===== src/core/key_matrix_scanner_defs.vh =====
// Constants for the key matrix scanner: register map, fields, resets
// and timebase counts. Included by key_matrix_scanner.v and by the testbench.
`ifndef KEY_MATRIX_SCANNER_DEFS_VH
`define KEY_MATRIX_SCANNER_DEFS_VH

// ==========================================================
// Register byte offsets
`define KMS_CTRL_OFS 4'h0
`define KMS_STAT_OFS 4'h4
`define KMS_KEYS_OFS 4'h8

// ==========================================================
// Control register fields
`define KMS_CTRL_DIS 0
`define KMS_CTRL_SLP 1
`define KMS_CTRL_LVL_LO 2
`define KMS_CTRL_LVL_HI 4
`define KMS_CTRL_SRC 5
`define KMS_CTRL_PFN_LO 6
`define KMS_CTRL_PFN_HI 7
`define KMS_CTRL_RST 8'h00

// Status register fields
`define KMS_STAT_REQ 0
`define KMS_STAT_BUSY 1
`define KMS_STAT_SRST 2
`define KMS_STAT_DISP 3

// ==========================================================
// Timebase counts, in units of T, then scan line and key counts
`define KMS_SCAN_T 10'd288
`define KMS_SLOT_T 10'd48
`define KMS_REQ_T 10'd615
`define KMS_NLINES 6
`define KMS_NKEYS 30
// Core cycles per T for the internal oscillator
`define KMS_OSC_DIV 8'h04

// AXI responses
`define KMS_RESP_OK 2'h0
`define KMS_RESP_ERR 2'h2

`endif


===== src/core/key_matrix_scanner.v =====
// Key matrix scanner: six scan lines, five sense inputs, two-pass
// debounce, read request on an open-drain output, serial read link.
// Assumes an AXI4-Lite master on core_clk; all pins are asynchronous.
//
// Notes on behaviour
// - One scan lasts 288 timebase units of the selected clock.
// - Two scans run; a key is accepted only when both patterns agree.
// - Read request goes low 615 units after scan start.
// - Mismatching scans with a key still down start a fresh scan.
// - Scan lines follow the level field; low lines get no pulses.
// - A press on a high line starts scanning; repeats until release.
// - Simultaneous presses set every matching key bit.
// - Chip enable high in a write transfer forces serial output high.
// - Completed key read releases request and starts another scan.
// - In sleep a press restarts the timebase before scanning.
// - Key read in sleep clears request, rescans, sleep stays.
// - Scan disable set means no scan whatever key is pressed.
// - Setting scan disable aborts a running scan at once.
// - Scan disable with request pending clears keys, releases output.
// - Writing scan disable as zero lets scanning resume.
// - System reset turns display off, stops scans, clears keys.
// - Reset release turns display on and allows scanning.
// - Reset releases on chip enable fall ending a write transfer.
// - Key bit 5*(line-1)+sense, row-major over scan lines.
// - Lines one and two as segment outputs read keys 1-10 zero.
`timescale 1ns/1ps
`include "key_matrix_scanner_defs.vh"

module key_matrix_scanner (
    input wire core_clk,
    input wire srst,
    input wire [3:0] awaddr,
    input wire awvalid,
    output wire awready,
    input wire [31:0] wdata,
    input wire [3:0] wstrb,
    input wire wvalid,
    output wire wready,
    output reg [1:0] bresp,
    output reg bvalid,
    input wire bready,
    input wire [3:0] araddr,
    input wire arvalid,
    output wire arready,
    output reg [31:0] rdata,
    output reg [1:0] rresp,
    output reg rvalid,
    input wire rready,
    input wire serialClockLine,
    input wire serialInLine,
    input wire chipEnable,
    input wire serialOutI,
    output wire serialOutO,
    output wire serialOutOe,
    input wire oscillatorPin,
    input wire supplyDetectReset,
    input wire [4:0] keySenseInputs,
    output reg [5:0] scanDriveLines,
    output wire displayOn,
    output wire timebaseRun
);

// ==========================================================
// States, one-hot
localparam S_IDLE = 3'h1;
localparam S_SCAN = 3'h2;
localparam S_REQ = 3'h4;

// ==========================================================
// Helpers

// True at the last unit of a 48-unit slot within a scan
function slotEnd;
    input [9:0] pos;
    integer k;
    begin
        slotEnd = 1'b0;
        for (k = 0; k < `KMS_NLINES; k = k + 1) begin
            if (pos == `KMS_SLOT_T * (k + 1) - 10'd1) begin
                slotEnd = 1'b1;
            end
        end
    end
endfunction

// Scan line under test for a position within one scan
function [2:0] lineOf;
    input [9:0] pos;
    integer k;
    begin
        lineOf = 3'h0;
        for (k = 1; k < `KMS_NLINES; k = k + 1) begin
            if (pos >= `KMS_SLOT_T * k) begin
                lineOf = k[2:0];
            end
        end
    end
endfunction

// ==========================================================
// Pin synchronisers, two flops before any logic
reg [9:0] sync1_ff;
reg [9:0] sync2_ff;
reg sclkDly_ff;
reg ceDly_ff;
reg oscDly_ff;

always @(posedge core_clk) begin
    if (srst) begin
        sync1_ff <= 10'h000;
        sync2_ff <= 10'h000;
        sclkDly_ff <= 1'b0;
        ceDly_ff <= 1'b0;
        oscDly_ff <= 1'b0;
    end else begin
        sync1_ff <= {supplyDetectReset, oscillatorPin, keySenseInputs,
            serialInLine, chipEnable, serialClockLine};
        sync2_ff <= sync1_ff;
        sclkDly_ff <= sync2_ff[0];
        ceDly_ff <= sync2_ff[1];
        oscDly_ff <= sync2_ff[8];
    end
end

wire sclkS = sync2_ff[0];
wire ceS = sync2_ff[1];
wire dinS = sync2_ff[2];
wire [4:0] senseS = sync2_ff[7:3];
wire oscS = sync2_ff[8];
wire supDetS = sync2_ff[9];
wire sclkRise = sclkS & ~sclkDly_ff;
wire sclkFall = ~sclkS & sclkDly_ff;
wire ceFall = ~ceS & ceDly_ff;
wire ceRise = ceS & ~ceDly_ff;

// ==========================================================
// Register file
reg [7:0] ctrl_ff;
reg [29:0] keyBuf_ff;
reg [2:0] state_ff;
reg [2:0] nxt_state;
reg sysReset_ff;

wire scanDis = ctrl_ff[`KMS_CTRL_DIS];
wire sleepSel = ctrl_ff[`KMS_CTRL_SLP];
wire [2:0] lvlSel = ctrl_ff[`KMS_CTRL_LVL_HI:`KMS_CTRL_LVL_LO];
wire clkSrc = ctrl_ff[`KMS_CTRL_SRC];
wire [1:0] pinFn = ctrl_ff[`KMS_CTRL_PFN_HI:`KMS_CTRL_PFN_LO];

// AXI write: address and data taken in either order
reg awHeld_ff;
reg wHeld_ff;
reg [3:0] awAddr_ff;
reg [31:0] wData_ff;
reg [3:0] wStrb_ff;

assign awready = ~awHeld_ff & ~bvalid;
assign wready = ~wHeld_ff & ~bvalid;
assign arready = ~rvalid;

always @(posedge core_clk) begin
    if (srst) begin
        awHeld_ff <= 1'b0;
        wHeld_ff <= 1'b0;
        awAddr_ff <= 4'h0;
        wData_ff <= 32'h00000000;
        wStrb_ff <= 4'h0;
        bvalid <= 1'b0;
        bresp <= `KMS_RESP_OK;
        ctrl_ff <= `KMS_CTRL_RST;
    end else begin
        if (awvalid && awready) begin
            awHeld_ff <= 1'b1;
            awAddr_ff <= awaddr;
        end
        if (wvalid && wready) begin
            wHeld_ff <= 1'b1;
            wData_ff <= wdata;
            wStrb_ff <= wstrb;
        end
        if (awHeld_ff && wHeld_ff && !bvalid) begin
            awHeld_ff <= 1'b0;
            wHeld_ff <= 1'b0;
            bvalid <= 1'b1;
            if (awAddr_ff == `KMS_CTRL_OFS) begin
                bresp <= `KMS_RESP_OK;
                // Disable and its clearing act from the next cycle
                if (wStrb_ff[0]) begin
                    ctrl_ff <= wData_ff[7:0];
                end
            end else if (awAddr_ff == `KMS_STAT_OFS ||
                         awAddr_ff == `KMS_KEYS_OFS) begin
                bresp <= `KMS_RESP_OK; // Read-only, write ignored
            end else begin
                bresp <= `KMS_RESP_ERR;
            end
        end else if (bvalid && bready) begin
            bvalid <= 1'b0;
        end
    end
end

// AXI read, answer one cycle after the address is taken
always @(posedge core_clk) begin
    if (srst) begin
        rvalid <= 1'b0;
        rdata <= 32'h00000000;
        rresp <= `KMS_RESP_OK;
    end else if (arvalid && arready) begin
        rvalid <= 1'b1;
        rresp <= `KMS_RESP_OK;
        case (araddr)
            `KMS_CTRL_OFS: rdata <= {24'h000000, ctrl_ff};
            `KMS_STAT_OFS: rdata <= {28'h0000000, ~sysReset_ff,
                sysReset_ff, ~state_ff[0], state_ff[2]};
            `KMS_KEYS_OFS: rdata <= {2'h0, keyBuf_ff};
            default: begin
                rdata <= 32'h00000000;
                rresp <= `KMS_RESP_ERR;
            end
        endcase
    end else if (rvalid && rready) begin
        rvalid <= 1'b0;
    end
end

// ==========================================================
// Serial link: first bit picks direction, 1 reads key data
reg inFrame_ff;
reg isRead_ff;
reg gotDir_ff;
reg [30:0] shift_ff;
reg shiftValid_ff;

always @(posedge core_clk) begin
    if (srst) begin
        inFrame_ff <= 1'b0;
        isRead_ff <= 1'b0;
        gotDir_ff <= 1'b0;
        shift_ff <= 31'h00000000;
        shiftValid_ff <= 1'b0;
    end else if (ceRise) begin
        inFrame_ff <= 1'b1;
        gotDir_ff <= 1'b0;
        isRead_ff <= 1'b0;
        shiftValid_ff <= 1'b0;
        shift_ff <= {sleepSel, keyBuf_ff}; // Sleep ack after key bits
    end else if (ceFall) begin
        inFrame_ff <= 1'b0;
        shiftValid_ff <= 1'b0;
    end else if (inFrame_ff) begin
        if (sclkRise && !gotDir_ff) begin
            gotDir_ff <= 1'b1;
            isRead_ff <= dinS;
        end
        // Key bits leave low bit first on falling clock edges
        if (sclkFall && gotDir_ff && isRead_ff) begin
            if (shiftValid_ff) begin
                shift_ff <= {1'b1, shift_ff[30:1]};
            end
            shiftValid_ff <= 1'b1;
        end
    end
end

wire readDone = ceFall & isRead_ff & ~sysReset_ff;
wire writeEnd = ceFall & gotDir_ff & ~isRead_ff;

// System reset: held until a write transfer ends after supply is good
always @(posedge core_clk) begin
    if (srst) begin
        sysReset_ff <= 1'b1;
    end else if (supDetS) begin
        sysReset_ff <= 1'b1;
    end else if (writeEnd) begin
        sysReset_ff <= 1'b0;
    end
end

assign displayOn = ~sysReset_ff;

// Output: open drain, enable pulls the line low
reg pullLow;
always @* begin
    pullLow = 1'b0;
    if (sysReset_ff) begin
        pullLow = 1'b0;
    end else if (inFrame_ff && gotDir_ff && !isRead_ff) begin
        pullLow = 1'b0;
    end else if (inFrame_ff && shiftValid_ff) begin
        pullLow = ~shift_ff[0];
    end else begin
        pullLow = state_ff[2];
    end
end

assign serialOutO = 1'b0;
assign serialOutOe = pullLow;

// ==========================================================
// Timebase: internal divider or external clock edges
reg [7:0] oscCnt_ff;
wire tbAllowed = ~sysReset_ff & (~sleepSel | ~state_ff[0]);
assign timebaseRun = tbAllowed;
wire intTick = (oscCnt_ff == `KMS_OSC_DIV - 8'h01);
wire tick = tbAllowed & (clkSrc ? (oscS & ~oscDly_ff) : intTick);

always @(posedge core_clk) begin
    if (srst || !tbAllowed || intTick) begin
        oscCnt_ff <= 8'h00; // Restarted oscillator begins a full period
    end else begin
        oscCnt_ff <= oscCnt_ff + 8'h01;
    end
end

// ==========================================================
// Scan line levels; code n holds lines n+1 to 6 high
reg [5:0] lineHigh;
reg [29:0] keyMask;
integer li;
always @* begin
    lineHigh = 6'h00;
    keyMask = 30'h3FFFFFFF;
    for (li = 0; li < `KMS_NLINES; li = li + 1) begin
        lineHigh[li] = (li >= lvlSel);
    end
    // Lines used as segment outputs carry no keys
    if (pinFn[0]) begin
        lineHigh[0] = 1'b0;
        keyMask[4:0] = 5'h00;
    end
    if (pinFn[1]) begin
        lineHigh[1] = 1'b0;
        keyMask[9:5] = 5'h00;
    end
end

// ==========================================================
// Scan sequencer
reg [9:0] tcnt_ff;
reg [29:0] scanCur_ff;
reg [29:0] scanPrev_ff;
wire anyPress = |senseS;
wire secondPass = (tcnt_ff >= `KMS_SCAN_T);
wire [9:0] scanPos = secondPass ? tcnt_ff - `KMS_SCAN_T : tcnt_ff;
wire [2:0] curLine = lineOf(scanPos);
wire inScanWin = (tcnt_ff < `KMS_SCAN_T + `KMS_SCAN_T);
wire startOk = anyPress & ~scanDis & ~sysReset_ff;
wire lastTick = tick & (tcnt_ff == `KMS_REQ_T - 10'd1);
wire match = (scanCur_ff == scanPrev_ff) & (|scanCur_ff);

// Next state of the sequencer
always @* begin
    nxt_state = state_ff;
    case (state_ff)
        S_IDLE: begin
            if (startOk) begin
                nxt_state = S_SCAN;
            end
        end
        S_SCAN: begin
            if (scanDis || sysReset_ff) begin
                nxt_state = S_IDLE;
            end else if (lastTick && match) begin
                nxt_state = S_REQ;
            end else if (lastTick && !anyPress) begin
                nxt_state = S_IDLE;
            end
        end
        S_REQ: begin
            if (scanDis || sysReset_ff) begin
                nxt_state = S_IDLE;
            end else if (readDone) begin
                nxt_state = S_SCAN;
            end
        end
        default: nxt_state = S_IDLE;
    endcase
end

// Counter, scan results and key buffer
always @(posedge core_clk) begin
    if (srst) begin
        state_ff <= S_IDLE;
        tcnt_ff <= 10'd0;
        scanCur_ff <= 30'h00000000;
        scanPrev_ff <= 30'h00000000;
        keyBuf_ff <= 30'h00000000;
    end else begin
        state_ff <= nxt_state;
        if (nxt_state == S_SCAN && state_ff != S_SCAN) begin
            tcnt_ff <= 10'd0;
            scanCur_ff <= 30'h00000000;
        end else if (state_ff == S_SCAN && tick) begin
            tcnt_ff <= tcnt_ff + 10'd1;
            // Sample at slot end; every pressed key sets its bit
            if (inScanWin && slotEnd(scanPos) && lineHigh[curLine]) begin
                scanCur_ff[curLine * 5 +: 5] <= senseS;
            end
            if (tcnt_ff == `KMS_SCAN_T - 10'd1) begin
                scanPrev_ff <= scanCur_ff;
            end else if (tcnt_ff == `KMS_SCAN_T) begin
                scanCur_ff <= 30'h00000000;
            end
            if (lastTick && !match && anyPress) begin
                tcnt_ff <= 10'd0;
                scanCur_ff <= 30'h00000000;
            end
        end
        // The first-pass sample at position 287 lands in the same edge
        // as the copy, so the copy takes the freshly sampled slot too
        if (state_ff == S_SCAN && tick && tcnt_ff == `KMS_SCAN_T - 10'd1 &&
            lineHigh[curLine]) begin
            scanPrev_ff <= scanCur_ff | ({25'h0000000, senseS}
                << (curLine * 5));
        end
        if (sysReset_ff || (scanDis && state_ff == S_REQ)) begin
            keyBuf_ff <= 30'h00000000;
        end else if (state_ff == S_SCAN && nxt_state == S_REQ) begin
            keyBuf_ff <= scanCur_ff & keyMask;
        end
    end
end

// ==========================================================
// Scan line drive: one pulse per high line while scanning
always @(posedge core_clk) begin
    if (srst || sysReset_ff) begin
        scanDriveLines <= 6'h00;
    end else if (state_ff == S_SCAN && inScanWin) begin
        scanDriveLines <= lineHigh & (6'h01 << curLine);
    end else begin
        scanDriveLines <= lineHigh;
    end
end

endmodule // key_matrix_scanner


===== config.mk =====
export PLATFORM = sky130hd
export DESIGN_NAME = key_matrix_scanner
export DESIGN_NICKNAME = d
export VERILOG_FILES = /design/src/core/key_matrix_scanner.v
export VERILOG_INCLUDE_DIRS = /design/src /design/src/core
export SDC_FILE = /design/constraint.sdc
export NUM_CORES = 1
export LEC_CHECK = 0
export BUFFER_PORTS_ARGS = -buffer_cell sky130_fd_sc_hd__buf_2
export CAP_MARGIN = 20
export CORE_UTILIZATION = 53
export DETAILED_ROUTE_END_ITERATION = 8
export GPL_ROUTABILITY_DRIVEN = 0
export GPL_TIMING_DRIVEN = 0
export PLACE_DENSITY_LB_ADDON = 0.2
export SYNTH_ARGS = -nofsm -noshare
export SYNTH_HDL_FRONTEND = slang
export SYNTH_SLANG_ARGS = --single-unit

===== constraint.sdc =====
create_clock -name core_clk -period 3.3 [get_ports core_clk]
set_input_delay 0.33 -clock core_clk [delete_from_list [all_inputs] [get_ports core_clk]]
set_output_delay 0.33 -clock core_clk [all_outputs]
set_load 0.01 [all_outputs]

==> out/metrics.cfg <==
[logic_synthesis]
ys_dominant_reg_cell = dfxtp_1
synth_edf_count = 0
synthesis.area_um2 = 10400
synth_xor_area_share_pct = 3.957
asyncSetResetFlopFracSynth_pct = 0
synth_cell_type_count = 76
synth-compound-area-share_pct = 16.23
syn_inst = 1179
yosysSeqAreaShare_pct = 44.84
synth_top_family_by_area = simple AND/OR/NAND/NOR gates
synth_area_per_cell_um2 = 8.823
yosysWarnings = 0
yosys_register_bits = 233
synth.mux.area_fraction_pct = 4.859
synth-simple-area-share_pct = 23.62
synth_fa_ha_area_share_pct = 1.684

[floorplanning]
pin_count = 113
start_util_pct = 54.88
die_w_um = 142.1
die_h_um = 142.1
die_area_um2 = 20190
rows = 50
core_area_um2 = 18960

[global_routing]
met3_usage_pct = 3.836
top_usage_layer = met2
grt_util_met2_pct = 44.48
grt_usage_pct = 26.65
grt_max_degree = 14
antenna_found_initial = 0
grt_pass1_wl_um = 42810
grt.met1_usage_pct = 35.53
grt_pass1_vias = 8389
overflow = 0

[drt]
vias = 9063
via_per_inst = 5.671
routed_wl_um = 27240
drt-initial-drc-count = 753
drtAntennaViolNets = 0
firstDrtPassIters = 5
wl_per_cell_um = 17.05
drcViolationCount = 0

[placement]
dp_hpwl_um = 19020
io_buffers = 76
place_inst = 1520

[clock_tree]
cts_tree = done
clk_path_buf_depth = 3
cts_made_buffers = 26
clkTransAtPathRegs_ns = 0.06
cts_max_level = 1
cts_sinks = 233
cts-root-buf = clkbuf_16
clock_latency_ns = 0.53

[sta]
setup_viol = 25
finClkSkew_ns = 0.01980
period_minus_slack_ns = 3.463
max-slew-margin-rel_pct = 39.41
worstMarginPinSlew_ns = 0.8963
fmax_mhz = 288.7
hold_viol = 0
maxSlewViolCount = 0
fin_crit_sh_pct = 105.0
setup_ws_ns = -0.1635
rsz0062_at_grt = true

[cells_and_area]
stdcell_count = 1598
drive_gt1_share_pct = 18.46
layout_commonest_cell = dfxtp_1
final_cell_mix = dfxtp_1, nand2_1, nor2_1
synthToLayoutAreaGrowth_pct = 21.04
fillers = 1554
multi_input_area_um2 = 5509
nets = 1400
antenna_cells = 0
register_area_um2 = 4673

[power_and_ir_drop]
ir_drop_v = 0.0003911
design_power_total_mw = 5.959
power.density_nw_per_um2 = 473.3
leakagePower_nw = 4.719

[setup_path]
end_kind = flop
cp_max_fo = 5
crit_arrival_ns = 3.93
critPathRequiredTime_ns = 3.77
cp-start-kind = flop
rrSetupSlack_ns = -0.16
crit_type = flop to flop

[run_status]
violations = setup timing
status = finished, violations left

[min_path]
hold_class = input port to flop

[run]
maxCapViolCount = 0

## layer usage
metal	vias to the layer above	wire length [um]
met2	334	12630
li1	4427	-
met4	0	634
met5	-	0
met1	4246	12130
met3	56	1845
## worst max-delay path, cell delays in order, from the launching register on
cell and delay, ns:
dfxtp_4 0.35, buf_8 0.12, inv_8 0.06, ha_4 0.14, nand4bb_4 0.12, or4_4 0.47
nand3_4 0.12, a311oi_2 0.13, or3_1 0.43, buf_6 0.16, buf_6 0.11, ha_4 0.23
or4b_4 0.55, nor3_4 0.24, a22o_1 0.18
## registers in the layout, indices dropped and copies added (netlist names), 4 cells and up
signal	count
scanCur_ff	30
tcnt_ff	10
sync2_ff	10
scanPrev_ff	30
keyBuf_ff	30
awAddr_ff	4
scanDriveLines	6
ctrl_ff	8
shift_ff	31
rdata	30
sync1_ff	10
oscCnt_ff	8
wData_ff	8
## layout make-up
type                            instances  share of cell area (%)
Buffer                                 84                   3.607
Clock buffer                           34                   5.724
Clock inverter                          8                  0.8745
Inverter                               21                  0.8049
Multi-Input combinational cell        845                   43.75
Sequential cell                       233                   37.12
Tap cell                              260                   2.584
Timing Repair Buffer                  113                   5.535
## per-stage QoR
step | setup TNS, ns | hold WS (ns) | setup WS [ns] | utilization, % | area [um2]
global placement | -5.621 | 0.4054 | -0.3932 | 59.09 | 11200
global route | -5.229 | 0.005603 | -0.2990 | 66.42 | 12590
CTS | -1.163 | 0.009144 | -0.1236 | 64.96 | 12310
detailed placement | -5.585 | 0.4219 | -0.3994 | 59.11 | 11200
floorplan | 0 | 0.3945 | 0.009931 | - | 10500
finish | -2.097 | 0.02163 | -0.1635 | 66.42 | 12590
## cell usage after synthesis, drive strengths merged, types with 2 or more instances
master | number | area (um2)
o22ai | 3 | 18.77
or2 | 8 | 50.05
xor2 | 39 | 341.6
inv | 20 | 75.07
o21a | 6 | 45.04
o21ai | 19 | 98.85
mux2 | 4 | 45.04
nand4 | 10 | 62.56
nor2 | 132 | 495.5
dfxtp | 233 | 4664
and2 | 6 | 37.54
nand3 | 13 | 70.07
or3 | 10 | 67.56
o41a | 2 | 22.52
a211oi | 42 | 327.8
a21oi | 85 | 432.9
a31oi | 2 | 12.51
xnor2 | 8 | 70.07
nand2 | 169 | 650.6
o2111ai | 2 | 17.52
nor3 | 26 | 135.1
a22o | 10 | 87.58
a21o | 2 | 15.01
a32o | 5 | 50.05
nand3b | 13 | 97.59
o2bb2ai | 15 | 131.4
ha | 14 | 175.2
buf | 31 | 214.0
nand2b | 14 | 90.09
clkbuf | 53 | 198.9
nand4b | 3 | 26.28
nor2b | 28 | 175.2
mux2i | 46 | 460.4
and3 | 8 | 55.05
a22oi | 33 | 247.7
o211ai | 5 | 51.30
nor4 | 31 | 309.1
nor4b | 3 | 32.53
o21bai | 2 | 15.01
o32ai | 2 | 17.52
or4 | 6 | 48.80
## worst paths after layout
check	cells after the start	endpoint	from
max	14	scanCur_ff[20]$_SDFFE_PP0P_	tcnt_ff[6]$_SDFFE_PP0P_
min	2	sync1_ff[0]$_SDFF_PP0_	serialClockLine
max reg2reg	14	scanCur_ff[20]$_SDFFE_PP0P_	tcnt_ff[6]$_SDFFE_PP0P_
min reg2reg	1	sysReset_ff$_SDFFE_PP1P_	sync2_ff[9]$_SDFF_PP0_
## repair_timing
| action | in CTS | in global routing |
|---|---|---|
| hold endpoints to repair | 1 | 0 |
| gates cloned | 0 | 1 |
| setup buffers | 19 | 16 |
| endpoints found under the setup margin | 26 | 74 |
| gates resized for setup | 22 | 37 |
| pin swaps | 15 | 25 |
| hold buffers | 1 | 0 |
## logic make-up (layout without fill, tap and decap cells)
kind of cell / count (synthesis) / count (layout)
buf+inv: 105 / 260
flops: 233 / 233
xor+xnor: 47 / 47
mux: 50 / 50
simple gates: 484 / 484
fa+ha+maj: 14 / 14
other cells: 1 / 5
compound gates: 245 / 245
## report_power, final
part           switching, mW  internal, mW
combinational          0.164        0.0958
sequential            0.0248          2.86
clock                   1.13          1.68
Note: power is estimated with default switching activity, not from simulation.
